<file path="src/hdl/dpg_pkg.sv">
package dpg_pkg;

    localparam int unsigned ADDR_W = 8;
    localparam int unsigned DATA_W = 8;

    localparam logic [7:0] FIRST_PORT_DIRECTION_ADDR     = 8'h01;
    localparam logic [7:0] SECOND_PORT_PIN_DATA_ADDR      = 8'h03;
    localparam logic [7:0] SECOND_PORT_INPUT_CAPTURE_ADDR = 8'h04;
    localparam logic [7:0] FIRST_PORT_PIN_DATA_ADDR      = 8'h05;
    localparam logic [7:0] FIRST_PORT_OUT_DATA_ADDR      = 8'h02;
    localparam logic [7:0] ATTRIBUTE_CTRL_ADDR      = 8'h06;
    localparam logic [7:0] WAKEUP_CTRL_ADDR         = 8'h08;
    localparam logic [7:0] STOP_CLOCK_ADDR          = 8'h09;
    localparam logic [7:0] SECOND_PORT_DIRECTION_ADDR     = 8'h0B;

    localparam logic [7:0] DIR_RESET   = 8'h00;
    localparam logic [7:0] DATA_RESET  = 8'h00;
    localparam logic [7:0] ATTR_RESET  = 8'h00;
    localparam logic [7:0] WAKE_RESET  = 8'h00;
    localparam logic [7:0] READ_UNMAPPED = 8'h00;

    localparam int unsigned ATTR_PC_HI_BIT = 5;
    localparam int unsigned ATTR_PC_LO_BIT = 4;
    localparam int unsigned ATTR_PE_HI_BIT = 3;
    localparam int unsigned ATTR_PE_32_BIT = 2;
    localparam int unsigned ATTR_PE_1_BIT  = 1;
    localparam int unsigned ATTR_PE_0_BIT  = 0;
    localparam int unsigned ATTR_USED_W    = 6;

    localparam int unsigned WAKE_KEY_BIT    = 0;
    localparam int unsigned WAKE_TMBA_BIT   = 1;
    localparam int unsigned WAKE_T128_BIT   = 2;
    localparam int unsigned WAKE_TMBB_BIT   = 3;
    localparam int unsigned WAKE_SRC_W      = 4;

    typedef enum logic [1:0]
    {
        DPG_RUN   = 2'b01,
        DPG_STOP  = 2'b10
    } dpg_state_t;

endpackage

</file>
<file path="src/hdl/dpg_gpio.sv">
`timescale 1ns/1ns
// Behaviour
// RQ1: Sixteen I/O pins form two eight-bit ports, one bit per pin.
// RQ2: Each port has its own data, direction and attribute settings.
// RQ3: At attribute 0 an input pulls low only on data 0; outputs drive data.
// RQ4: After reset all pins are inputs with both direction registers zero.
// RQ5: The first port direction register is write-only and resets to 00h.
// RQ6: Reading the capture register latches the second port pins.
// RQ7: A second port key change is one of four sources ending stop-clock.
// RQ8: Pin direction, attribute and level hold through stop and wake.
// RQ9: Attribute bits select general I/O when 0, grouped per pin group.
// RQ10: The second port direction register sets 0 input, 1 output, reset 0.
// RQ11: Data reads return pin level for inputs, driven value for outputs.
module dpg_gpio
#(
    parameter int unsigned PORT_W = 8 // RQ1
)
(
    input  wire logic              sys_clk_i,
    input  wire logic              reset_i,
    input  wire logic [7:0]        cpu_addr_i,
    input  wire logic [7:0]        cpu_wdata_i,
    input  wire logic              cpu_wr_i,
    input  wire logic              cpu_rd_i,
    output logic      [7:0]        cpu_rdata_o,
    input  wire logic [3:1]        timer_wake_i,
    output logic                   stop_clock_o,
    output logic                   wake_o,
    input  wire logic [PORT_W-1:0] port_c_pins_i,
    output logic      [PORT_W-1:0] port_c_pins_o,
    output logic      [PORT_W-1:0] port_c_pins_oe_o,
    output logic      [PORT_W-1:0] port_c_pull_low_o,
    input  wire logic [PORT_W-1:0] port_e_pins_i,
    output logic      [PORT_W-1:0] port_e_pins_o,
    output logic      [PORT_W-1:0] port_e_pins_oe_o,
    output logic      [PORT_W-1:0] port_e_pull_low_o
);

    logic [PORT_W-1:0]               first_port_direction_q;
    logic [PORT_W-1:0]               second_port_direction_q;
    logic [PORT_W-1:0]               first_port_out_q;
    logic [PORT_W-1:0]               second_port_out_q;
    logic [dpg_pkg::ATTR_USED_W-1:0] attr_q;
    logic [dpg_pkg::WAKE_SRC_W-1:0]  wake_en_q;
    logic [PORT_W-1:0]               second_port_input_capture_q;
    logic [PORT_W-1:0]               second_port_prev_q;
    logic [7:0]                      rdata_q;
    logic                            wake_q;
    dpg_pkg::dpg_state_t             state_q;

    wire sel_cdir  = cpu_addr_i == dpg_pkg::FIRST_PORT_DIRECTION_ADDR;
    wire sel_edir  = cpu_addr_i == dpg_pkg::SECOND_PORT_DIRECTION_ADDR;
    wire sel_cout  = cpu_addr_i == dpg_pkg::FIRST_PORT_OUT_DATA_ADDR;
    wire sel_edata = cpu_addr_i == dpg_pkg::SECOND_PORT_PIN_DATA_ADDR;
    wire sel_ecap  = cpu_addr_i == dpg_pkg::SECOND_PORT_INPUT_CAPTURE_ADDR;
    wire sel_cdata = cpu_addr_i == dpg_pkg::FIRST_PORT_PIN_DATA_ADDR;
    wire sel_attr  = cpu_addr_i == dpg_pkg::ATTRIBUTE_CTRL_ADDR;
    wire sel_wake  = cpu_addr_i == dpg_pkg::WAKEUP_CTRL_ADDR;
    wire sel_stop  = cpu_addr_i == dpg_pkg::STOP_CLOCK_ADDR;

    wire in_stop   = state_q == dpg_pkg::DPG_STOP;
    // Register writes are dropped while stopped, since the CPU is halted.
    wire wr_ok     = cpu_wr_i && !in_stop; // RQ8

    wire [PORT_W-1:0] c_attr;
    wire [PORT_W-1:0] e_attr;
    assign c_attr = {{4{attr_q[dpg_pkg::ATTR_PC_HI_BIT]}},
                     {4{attr_q[dpg_pkg::ATTR_PC_LO_BIT]}}}; // RQ9
    assign e_attr = {{4{attr_q[dpg_pkg::ATTR_PE_HI_BIT]}},
                     {2{attr_q[dpg_pkg::ATTR_PE_32_BIT]}},
                     attr_q[dpg_pkg::ATTR_PE_1_BIT],
                     attr_q[dpg_pkg::ATTR_PE_0_BIT]}; // RQ9

    // Attribute 1 is an undefined function, so those pins are left floating.
    genvar g;
    generate
        for (g = 0; g < PORT_W; g++)
        begin : g_pin
            assign port_c_pins_oe_o[g]  = !c_attr[g]
                                          && first_port_direction_q[g]; // RQ3
            assign port_c_pins_o[g]     = first_port_out_q[g]; // RQ3
            assign port_c_pull_low_o[g] = !c_attr[g] && !first_port_direction_q[g]
                                          && !first_port_out_q[g]; // RQ3
            assign port_e_pins_oe_o[g]  = !e_attr[g]
                                          && second_port_direction_q[g]; // RQ3
            assign port_e_pins_o[g]     = second_port_out_q[g]; // RQ3
            assign port_e_pull_low_o[g] = !e_attr[g] && !second_port_direction_q[g]
                                          && !second_port_out_q[g]; // RQ3
        end
    endgenerate

    wire [PORT_W-1:0] c_read;
    wire [PORT_W-1:0] e_read;
    assign c_read = (first_port_direction_q & first_port_out_q)
                  | (~first_port_direction_q & port_c_pins_i); // RQ11
    assign e_read = (second_port_direction_q & second_port_out_q)
                  | (~second_port_direction_q & port_e_pins_i); // RQ11

    wire [7:0] rd_mux;
    assign rd_mux = sel_cdata ? c_read :
                    sel_edata ? e_read :
                    sel_ecap  ? port_e_pins_i : // RQ6
                    sel_wake  ? {4'h0, wake_en_q} :
                    dpg_pkg::READ_UNMAPPED;

    // A key change is any edge on a second-port pin; only one while stopped can wake.
    wire key_change = |(port_e_pins_i ^ second_port_prev_q);
    wire [3:0] wake_src = {timer_wake_i, key_change};
    wire wake_hit = in_stop && |(wake_src & wake_en_q); // RQ7

    assign cpu_rdata_o  = rdata_q;
    assign stop_clock_o = in_stop;
    assign wake_o       = wake_q;

    always_ff @(posedge sys_clk_i or posedge reset_i)
    begin
        if (reset_i)
        begin
            first_port_direction_q <= dpg_pkg::DIR_RESET; // RQ4 RQ5
            second_port_direction_q <= dpg_pkg::DIR_RESET; // RQ4 RQ10
            first_port_out_q       <= dpg_pkg::DATA_RESET;
            second_port_out_q       <= dpg_pkg::DATA_RESET;
            attr_q            <= dpg_pkg::ATTR_RESET[dpg_pkg::ATTR_USED_W-1:0];
            wake_en_q         <= dpg_pkg::WAKE_RESET[dpg_pkg::WAKE_SRC_W-1:0];
        end
        else if (wr_ok)
        begin
            if (sel_cdir)
                first_port_direction_q <= cpu_wdata_i; // RQ5
            if (sel_edir)
                second_port_direction_q <= cpu_wdata_i; // RQ10
            if (sel_cout)
                first_port_out_q <= cpu_wdata_i; // RQ2
            if (sel_edata)
                second_port_out_q <= cpu_wdata_i; // RQ11
            if (sel_attr)
                attr_q <= cpu_wdata_i[dpg_pkg::ATTR_USED_W-1:0]; // RQ9
            if (sel_wake)
                wake_en_q <= cpu_wdata_i[dpg_pkg::WAKE_SRC_W-1:0]; // RQ7
        end
    end

    always_ff @(posedge sys_clk_i or posedge reset_i)
    begin
        if (reset_i)
            second_port_input_capture_q <= dpg_pkg::DATA_RESET;
        else if (cpu_rd_i && sel_ecap)
            second_port_input_capture_q <= port_e_pins_i; // RQ6
    end

    always_ff @(posedge sys_clk_i or posedge reset_i)
    begin
        if (reset_i)
            rdata_q <= dpg_pkg::READ_UNMAPPED;
        else if (cpu_rd_i)
            rdata_q <= rd_mux;
    end

    always_ff @(posedge sys_clk_i or posedge reset_i)
    begin
        if (reset_i)
        begin
            state_q      <= dpg_pkg::DPG_RUN;
            wake_q       <= 1'b0;
            second_port_prev_q <= dpg_pkg::DATA_RESET;
        end
        else
        begin
            second_port_prev_q <= port_e_pins_i;
            wake_q       <= 1'b0;
            case (state_q)
                dpg_pkg::DPG_RUN:
                    if (wr_ok && sel_stop)
                        state_q <= dpg_pkg::DPG_STOP;
                dpg_pkg::DPG_STOP:
                    if (wake_hit)
                    begin
                        state_q <= dpg_pkg::DPG_RUN; // RQ7
                        wake_q  <= 1'b1;
                    end
                default:
                    state_q <= dpg_pkg::DPG_RUN;
            endcase
        end
    end

    property p_cdir_reset;
        @(posedge sys_clk_i) $fell(reset_i) |-> first_port_direction_q == 8'h00;
    endproperty
    a_cdir_reset: assert property (p_cdir_reset) // RQ4
        else $error("port c direction not cleared by reset");

    property p_cdir_write;
        @(posedge sys_clk_i) disable iff (reset_i)
        (cpu_wr_i && sel_cdir && !in_stop)
            |=> first_port_direction_q == $past(cpu_wdata_i);
    endproperty
    a_cdir_write: assert property (p_cdir_write) // RQ5
        else $error("port c direction write lost");

    property p_edir_write;
        @(posedge sys_clk_i) disable iff (reset_i)
        (cpu_wr_i && sel_edir && !in_stop)
            |=> second_port_direction_q == $past(cpu_wdata_i);
    endproperty
    a_edir_write: assert property (p_edir_write) // RQ10
        else $error("port e direction write lost");

    property p_capture;
        @(posedge sys_clk_i) disable iff (reset_i)
        (cpu_rd_i && sel_ecap)
            |=> second_port_input_capture_q == $past(port_e_pins_i);
    endproperty
    a_capture: assert property (p_capture) // RQ6
        else $error("port e capture missed");

    property p_drive;
        @(posedge sys_clk_i) disable iff (reset_i)
        (first_port_direction_q[PORT_W-1] && !c_attr[PORT_W-1])
            |-> port_c_pins_oe_o[PORT_W-1]
            && port_c_pins_o[PORT_W-1] == first_port_out_q[PORT_W-1]
            && !port_c_pull_low_o[PORT_W-1];
    endproperty
    a_drive: assert property (p_drive) // RQ3
        else $error("output pin not driven");

    property p_hold_stop;
        @(posedge sys_clk_i) disable iff (reset_i)
        in_stop |=> $stable(port_e_pins_oe_o) && $stable(port_c_pins_o)
            && $stable(port_c_pins_oe_o) && $stable(attr_q)
            && $stable(port_e_pins_o);
    endproperty
    a_hold_stop: assert property (p_hold_stop) // RQ8
        else $error("pin state changed in stop");

    property p_key_wake;
        @(posedge sys_clk_i) disable iff (reset_i)
        (in_stop && wake_en_q[0] && key_change) |=> wake_o && !stop_clock_o;
    endproperty
    a_key_wake: assert property (p_key_wake) // RQ7
        else $error("key change did not wake");

    property p_read_input;
        @(posedge sys_clk_i) disable iff (reset_i)
        (cpu_rd_i && sel_cdata) |=> cpu_rdata_o == $past(c_read);
    endproperty
    a_read_input: assert property (p_read_input) // RQ11
        else $error("port c read mismatch");

    c_stop: cover property (@(posedge sys_clk_i) $rose(stop_clock_o));
    c_wake: cover property (@(posedge sys_clk_i) wake_o);
    property p_edir_reset;
        @(posedge sys_clk_i)
        $fell(reset_i) |-> second_port_direction_q == dpg_pkg::DIR_RESET;
    endproperty
    a_edir_reset: assert property (p_edir_reset) // RQ10
        else $error("port e direction not cleared by reset");

    property p_pull_low;
        @(posedge sys_clk_i) disable iff (reset_i)
        (!e_attr[PORT_W-1] && !second_port_direction_q[PORT_W-1]
            && !second_port_out_q[PORT_W-1])
            |-> port_e_pull_low_o[PORT_W-1] && !port_e_pins_oe_o[PORT_W-1];
    endproperty
    a_pull_low: assert property (p_pull_low) // RQ3
        else $error("input pin lost its pull-low");

    property p_attr_c_hi;
        @(posedge sys_clk_i) disable iff (reset_i)
        attr_q[dpg_pkg::ATTR_PC_HI_BIT]
            |-> port_c_pins_oe_o[7:4] == 4'h0
            && port_c_pull_low_o[7:4] == 4'h0;
    endproperty
    a_attr_c_hi: assert property (p_attr_c_hi) // RQ9
        else $error("port c upper group not released by attribute");

    property p_attr_e_hi;
        @(posedge sys_clk_i) disable iff (reset_i)
        attr_q[dpg_pkg::ATTR_PE_HI_BIT]
            |-> port_e_pins_oe_o[7:4] == 4'h0
            && port_e_pull_low_o[7:4] == 4'h0;
    endproperty
    a_attr_e_hi: assert property (p_attr_e_hi) // RQ9
        else $error("port e upper group not released by attribute");

    property p_stop_enter;
        @(posedge sys_clk_i) disable iff (reset_i)
        (cpu_wr_i && sel_stop && !in_stop) |=> stop_clock_o && !wake_o;
    endproperty
    a_stop_enter: assert property (p_stop_enter) // RQ7
        else $error("stop write did not stop the clock");

    // Timer requests are levels, so one held over stop entry wakes at once.
    property p_timer_wake;
        @(posedge sys_clk_i) disable iff (reset_i)
        (in_stop && (timer_wake_i & wake_en_q[3:1]) != 3'h0)
            |=> wake_o && !stop_clock_o;
    endproperty
    a_timer_wake: assert property (p_timer_wake) // RQ7
        else $error("timer request did not wake");

    property p_stay_stopped;
        @(posedge sys_clk_i) disable iff (reset_i)
        (in_stop && !(wake_en_q[0] && key_change)
            && (timer_wake_i & wake_en_q[3:1]) == 3'h0)
            |=> stop_clock_o && !wake_o;
    endproperty
    a_stay_stopped: assert property (p_stay_stopped) // RQ7
        else $error("stop left without an enabled source");

    property p_wake_pulse;
        @(posedge sys_clk_i) disable iff (reset_i)
        wake_o |=> !wake_o;
    endproperty
    a_wake_pulse: assert property (p_wake_pulse) // RQ7
        else $error("wake pulse longer than one cycle");

    c_cap:  cover property (@(posedge sys_clk_i) cpu_rd_i && sel_ecap);
    c_key:  cover property (@(posedge sys_clk_i)
                            in_stop && wake_en_q[0] && key_change);

endmodule // dpg_gpio

</file>
<file path="config.mk">
export PLATFORM = sky130hd
export DESIGN_NAME = dpg_gpio
export DESIGN_NICKNAME = d
export VERILOG_FILES = /design/src/hdl/dpg_pkg.sv /design/src/hdl/dpg_gpio.sv
export SDC_FILE = /design/constraint.sdc
export NUM_CORES = 1
export LEC_CHECK = 0
export BUFFER_PORTS_ARGS = -buffer_cell sky130_fd_sc_hd__clkbuf_2
export CAP_MARGIN = 10
export CORE_MARGIN = 5
export CORE_UTILIZATION = 50
export CTS_BUF_LIST = sky130_fd_sc_hd__clkbuf_4
export DETAILED_ROUTE_END_ITERATION = 6
export PLACE_DENSITY = 0.8
export SLEW_MARGIN = 40
export SYNTH_ARGS = -nofsm -noshare
export SYNTH_HDL_FRONTEND = slang
export SYNTH_SLANG_ARGS = --single-unit
</file>
<file path="constraint.sdc">
create_clock -name sys_clk_i -period 2.5 [get_ports sys_clk_i]
set_clock_uncertainty 0.15 [all_clocks]
set_input_delay 0 -clock sys_clk_i [delete_from_list [all_inputs] [get_ports sys_clk_i]]
set_output_delay 0 -clock sys_clk_i [all_outputs]
set_load 0.02 [all_outputs]
</file>
======== Yosys cells after proc, flatten, opt, wreduce, memory -nomap -nowiden ========
Index checks and enable logic that the tools add are counted.
storage, ports and cells
  output and inout bits ................... 58
  bits in registers ....................... 61
operators by class
  eq/ne operators ......................... 13
  multiplexer cells ....................... 9
  reduce and logical (&&, ||, !) cells .... 99
  bitwise operators ....................... 10
operators by type and width
  operator                                                                  count
  1-bit logical AND                                                         51
  1-bit logical NOT                                                         39
  8-bit bitwise AND                                                         4
  8-bit by 3-bit == test with 1-bit output (second input constant)          3
  8-bit by 4-bit == test with 1-bit output (second input constant)          3
  8-bit 2-to-1 mux                                                          3
  8-bit by 2-bit == test with 1-bit output (second input constant)          2
  8-bit inverter                                                            2
  8-bit OR                                                                  2
  2-bit AND reduction                                                       7
  8-bit by 1-bit == test with 1-bit output (second input constant)          1
  8-bit OR reduction                                                        1
  8-bit XOR                                                                 1
  4-bit bitwise AND                                                         1
  2-bit 2-to-1 mux                                                          2
  4-bit 2-to-1 mux                                                          1
  2-bit case mux with 2 select lines                                        1
  4-bit OR reduction                                                        1
  2-bit by 1-bit == test with 1-bit output (second input constant)          1
  2-bit == test (second input constant)                                     1
  1-bit 2-to-1 mux                                                          2
  2-bit by 1-bit inequality test with 1-bit output (second input constant)  1
  2-bit inequality test (second input constant)                             1

======== Logic depth before layout (Yosys ltp) ========
  depth in word-level cells ............... 7
  depth in mapped cells ................... 6
  depth with buffers taken out ............ 5

======== Least setup slack after synthesis ========
OpenSTA, ideal clock, no wires.
  kind .................................... reg-to-reg
  from .................................... reg state_q[0]
  to ...................................... reg second_port_direction_q[0]
  arrival time ............................ 1.573 ns
  clock period less this slack ............ 1.848 ns
  required time ........................... 2.225 ns
  stages on the path, launching flop included .. 5
  path slack .............................. 0.652 ns
  path through ............................ dfstp_2 nand2b_1 nand3_1 nor3_2 mux2_2
on the way
  longest elaborated chain between the ends .. 4
ends and longest elaborated chain
  item                                  RTL line         source
  start: declaration                    dpg_gpio.sv:49   dpg_pkg::dpg_state_t state_q;
  start signal: assignment              dpg_gpio.sv:163  state_q <= dpg_pkg::DPG_RUN;
  start signal: assignment              dpg_gpio.sv:174  state_q <= dpg_pkg::DPG_STOP;
  start signal: assignment              dpg_gpio.sv:178  state_q <= dpg_pkg::DPG_RUN;
  2-bit == test                         dpg_gpio.sv:61   wire in_stop = state_q == dpg_pkg::DPG_STOP;
  1-bit logical NOT                     dpg_gpio.sv:63   wire wr_ok = cpu_wr_i && !in_stop;
  1-bit logical AND                     dpg_gpio.sv:63
  2-bit AND reduction (no source line)  -
  end signal: assignment                dpg_gpio.sv:120  second_port_direction_q <= dpg_pkg::DIR_RESET;
  end signal: assignment                dpg_gpio.sv:131  second_port_direction_q <= cpu_wdata_i;
  end: declaration                      dpg_gpio.sv:40   logic [PORT_W-1:0] second_port_direction_q;
No other way between the ends.
A chain may end at the register's enable or synchronous reset.

======== Worst setup path in the final report ========
  from .................................... in cpu_addr_i[7]
  to ...................................... reg rdata_q[6], in the netlist cpu_rdata_o[6]
on the way
  longest elaborated chain between the ends .. 4
  elaborated cells on any way between the ends .. 6
  classes of those cells .................. eq/ne: 3; mux: 3
ends and longest elaborated chain
  item                                      RTL line         source
  start: declaration                        dpg_gpio.sv:21   input wire logic [7:0] cpu_addr_i,
  8-bit by 3-bit == test with 1-bit output  dpg_gpio.sv:55   wire sel_ecap = cpu_addr_i == dpg_pkg::SECOND_PORT_INPUT_CAPTURE_ADDR;
  8-bit 2-to-1 mux                          dpg_gpio.sv:102  sel_ecap ? port_e_pins_i :
  8-bit 2-to-1 mux                          dpg_gpio.sv:101  sel_edata ? e_read :
  8-bit 2-to-1 mux (*)                      dpg_gpio.sv:100  assign rd_mux = sel_cdata ? c_read :
  end signal: assignment                    dpg_gpio.sv:154  rdata_q <= dpg_pkg::READ_UNMAPPED;
  end signal: assignment                    dpg_gpio.sv:156  rdata_q <= rd_mux;
  end: declaration                          dpg_gpio.sv:47   logic [7:0] rdata_q;
Mark *: on every way between the ends. The rest lies on a longest branch, timed or not.

==> results_dict.tcl <==
set metrics [dict create \
    p_int_uw 1490 \
    synth_cells 250 \
    met2_usage_pct 38.6 \
    worstPathArrival_ns 2.64 \
    via_per_inst 5.54 \
    period_needed_ns 2.44 \
    netlist_area_sq_um 3000 \
    design.core.area_sq_um 5890 \
    p_per_area_nw_per_um2 515 \
    critPathLaunch "cpu_addr_i[7]" \
    slowest_stage "dlygate4sd3_1" \
    worstHoldStart "port_e_pins_i[5]" \
    drv_slew 0 \
    irDropWorstVdd_v 0.000302 \
    worstReg2RegStart "second_port_direction_q[6]$_DFFE_PP0P_" \
    power_frac_comb_pct 18.5 \
    yosysTopAreaCellShare_pct 50.1 \
    startpoint_type "input port" \
    ys_ff_latch 61 \
    synth_xor_area_share_pct 2.34 \
    fin_hold_ws_ns 0.125 \
    drive_gt1_share_pct 43.3 \
    grt_start_max_net_pins 23 \
    cts_tree "done" \
    crit_fanout 5 \
    end_kind "register" \
    synth-compound-area-share_pct 8.34 \
    layout_setup_ws_ns 0.0633 \
    grt_pass1_vias 2654 \
    synth_cell_types 39 \
    rows 28 \
    path_clk_slew_ns 0.11 \
    final_common_cell "clkbuf_2" \
    start_util_pct 51.0 \
    gr-total-overflow 0 \
    cts_buffers 9 \
    synth_top_family_by_area "multiplexers" \
    switching_share_pct 29.2 \
    fin_crit_sh_pct 97.5 \
    use_met1_pct 27.9 \
    area_growth_pct 36.1 \
    synth_top_area_cell "dfrtp_1" \
    io_pins 97 \
    syn_area_per_cell_sq_um 12.0 \
    path_buf_inv 4 \
    ctsLongestPathBuffers 2 \
    drc_errors 0 \
    synth-simple-area-share_pct 17.7 \
    diodes 0 \
    pwr-share-clk_pct 30.6 \
    grt_antenna_before_repair 0 \
    first_pass_iters 4 \
    tns_ns 0 \
    synth_edf_count 0 \
    p_sw_uw 613 \
    grt_busiest_layer "met2" \
    cts_sinks 61 \
    worstPathRequired_ns 2.71 \
    ys_async_sr_fraction_pct 100 \
    p_leak_uw 0.00202 \
    grt_setup_unrepaired "false" \
    p_total_uw 2100 \
    die_width_um 87.5 \
    drt_iter0_drc 206 \
    synth-adder-area-share_pct 0 \
    crit_top_cell "dlygate4sd3_1" \
    vias 2617 \
    grtUsageTotal_pct 22.8 \
    grt_pass1_wl_um 13100 \
    cp_cell_sequence "dlygate4sd3_1 > clkbuf_2 > nor4_4 > dlygate4sd3_1 > nand2_2 > o32ai_1 > dlygate4sd3_1" \
    max_clock_freq_ghz 0.410 \
    setup.worst_path.class "input port to register" \
    gp_congestion 0.841 \
    synthMuxAreaShare_pct 18.4 \
    hpwlAfterDp_um 5980 \
    outcome "finished clean" \
    fp.dieH_um 87.5 \
    maxSlewHeadroom_pct 54.7 \
    critical-path-top-delay-family "buffers and inverters" \
    setup_viol 0 \
    wire_per_inst_um 17.3 \
    tightest_slew_ns 0.676 \
    hold_viol 0 \
    synth.area.top_cells "dfrtp_1, mux2_2, nor2b_1, nor3_1, mux2i_1" \
    synth_warnings 0 \
    ant_nets 0 \
    power_frac_seq_pct 50.9 \
    max_stage_delay_ns 0.64 \
    clk_latency_ns 0.40 \
    ys.flop_type "dfrtp_1" \
    finalWirelength_um 8180 \
    portBuffers 96 \
    layout_common_cells "clkbuf_2, dfrtp_1, mux2_2, dlygate4sd3_1, nor2b_1" \
    syn_nets 289 \
    pre_cts_slack_ns 0.423 \
    hold_class "input port to register" \
    ys_seq_area_share_pct 50.9 \
    max_cap_violations 0 \
    cts.htree.levels 3 \
    num-nets-final 431 \
    cts_root_buf "clkbuf_4" \
    dieArea_sq_um 7650 \
    met3_usage_pct 5.87 \
]
[layer usage]
layer	routed length, um	vias up
met1	3310	1292
met2	4170	100
li1	-	1212
met3	556	13
met5	0	-
met4	148	0
[metrics by stage]
step | instance area, sq um | utilization (%) | std cells
detailed placement | 3580 | 60.8 | 419
global placement | 3580 | 60.8 | 419
global route | 4080 | 69.4 | 472
floorplan | 3000 | - | 250
finish | 4080 | 69.4 | 472
CTS | 4070 | 69.2 | 472
[state kept, by name, indices dropped and copies added, names as in the netlist]
signal,cells
attr_q,6
cpu_rdata_o,8
first_port_direction_q,8
port_c_pins_o,8
port_e_pins_o,8
second_port_direction_q,8
second_port_prev_q,8
state_q,2
wake_en_q,4
wake_o,1
[path summary, 6_finish.rpt]
kind                                                         end  slack [ns]  depth (start not counted)
hold / removal                   second_port_prev_q[5]$_DFF_PP0_        0.12                          2
hold reg to reg                       cpu_rdata_o[5]$_DFFE_PP0P_        0.41                          2
setup reg to reg                      cpu_rdata_o[6]$_DFFE_PP0P_        0.32                          5
max in group asynchronous                 state_q[0]$_DFFE_PP1P_        1.00                          5
min in group asynchronous  first_port_direction_q[0]$_DFFE_PP0P_        0.52                          4
setup / recovery                      cpu_rdata_o[6]$_DFFE_PP0P_        0.06                          7
[cell type report]
type | count | area, sq um
clock buffer | 9 | 67.6
clock inverter | 7 | 56.3
fill | 446 | 1800
inverter | 11 | 41.3
multi-input combinational | 172 | 1420
sequential | 61 | 1530
tap | 75 | 93.8
timing repair buffer | 137 | 881
[cell usage after synthesis, drive strengths merged, types with 2 or more instances]
master and n:
dfrtp 60, mux2 42, nor2b 23, nor3 20, inv 11, mux2i 8
nand2 8, xnor2 8, nand2b 6, a21oi 5, a31o 5, nand3 5
a211o 4, a211oi 4, a311oi 4, nor3b 4, o22ai 4, o32ai 4
or4bb 4, buf 3, clkbuf 3, nor4 3, nand4 2, nor2 2
[timing repair]
action,CTS,global route
endpoints found under the hold margin,121,0
setup endpoints to repair,0,1
setup buffers,0,0
hold buffers,37,0
resized for setup,0,2
[logic make-up after synthesis]
family,count (synthesis)
simple gates,81
xor+xnor,8
mux,50
buf+inv,17
compound gates,33
flops,61
[power groups by stage]
stage | combinational, uW | sequential (uW) | clock [uW]
floorplan | 194 | 1090 | 0
detailed placement | 344 | 1090 | 0
global placement | 337 | 1090 | 0
finish | 389 | 1070 | 644
global route | 421 | 1080 | 704
CTS | 389 | 1070 | 657
No activity file was read; power rests on OpenSTA's default activity.
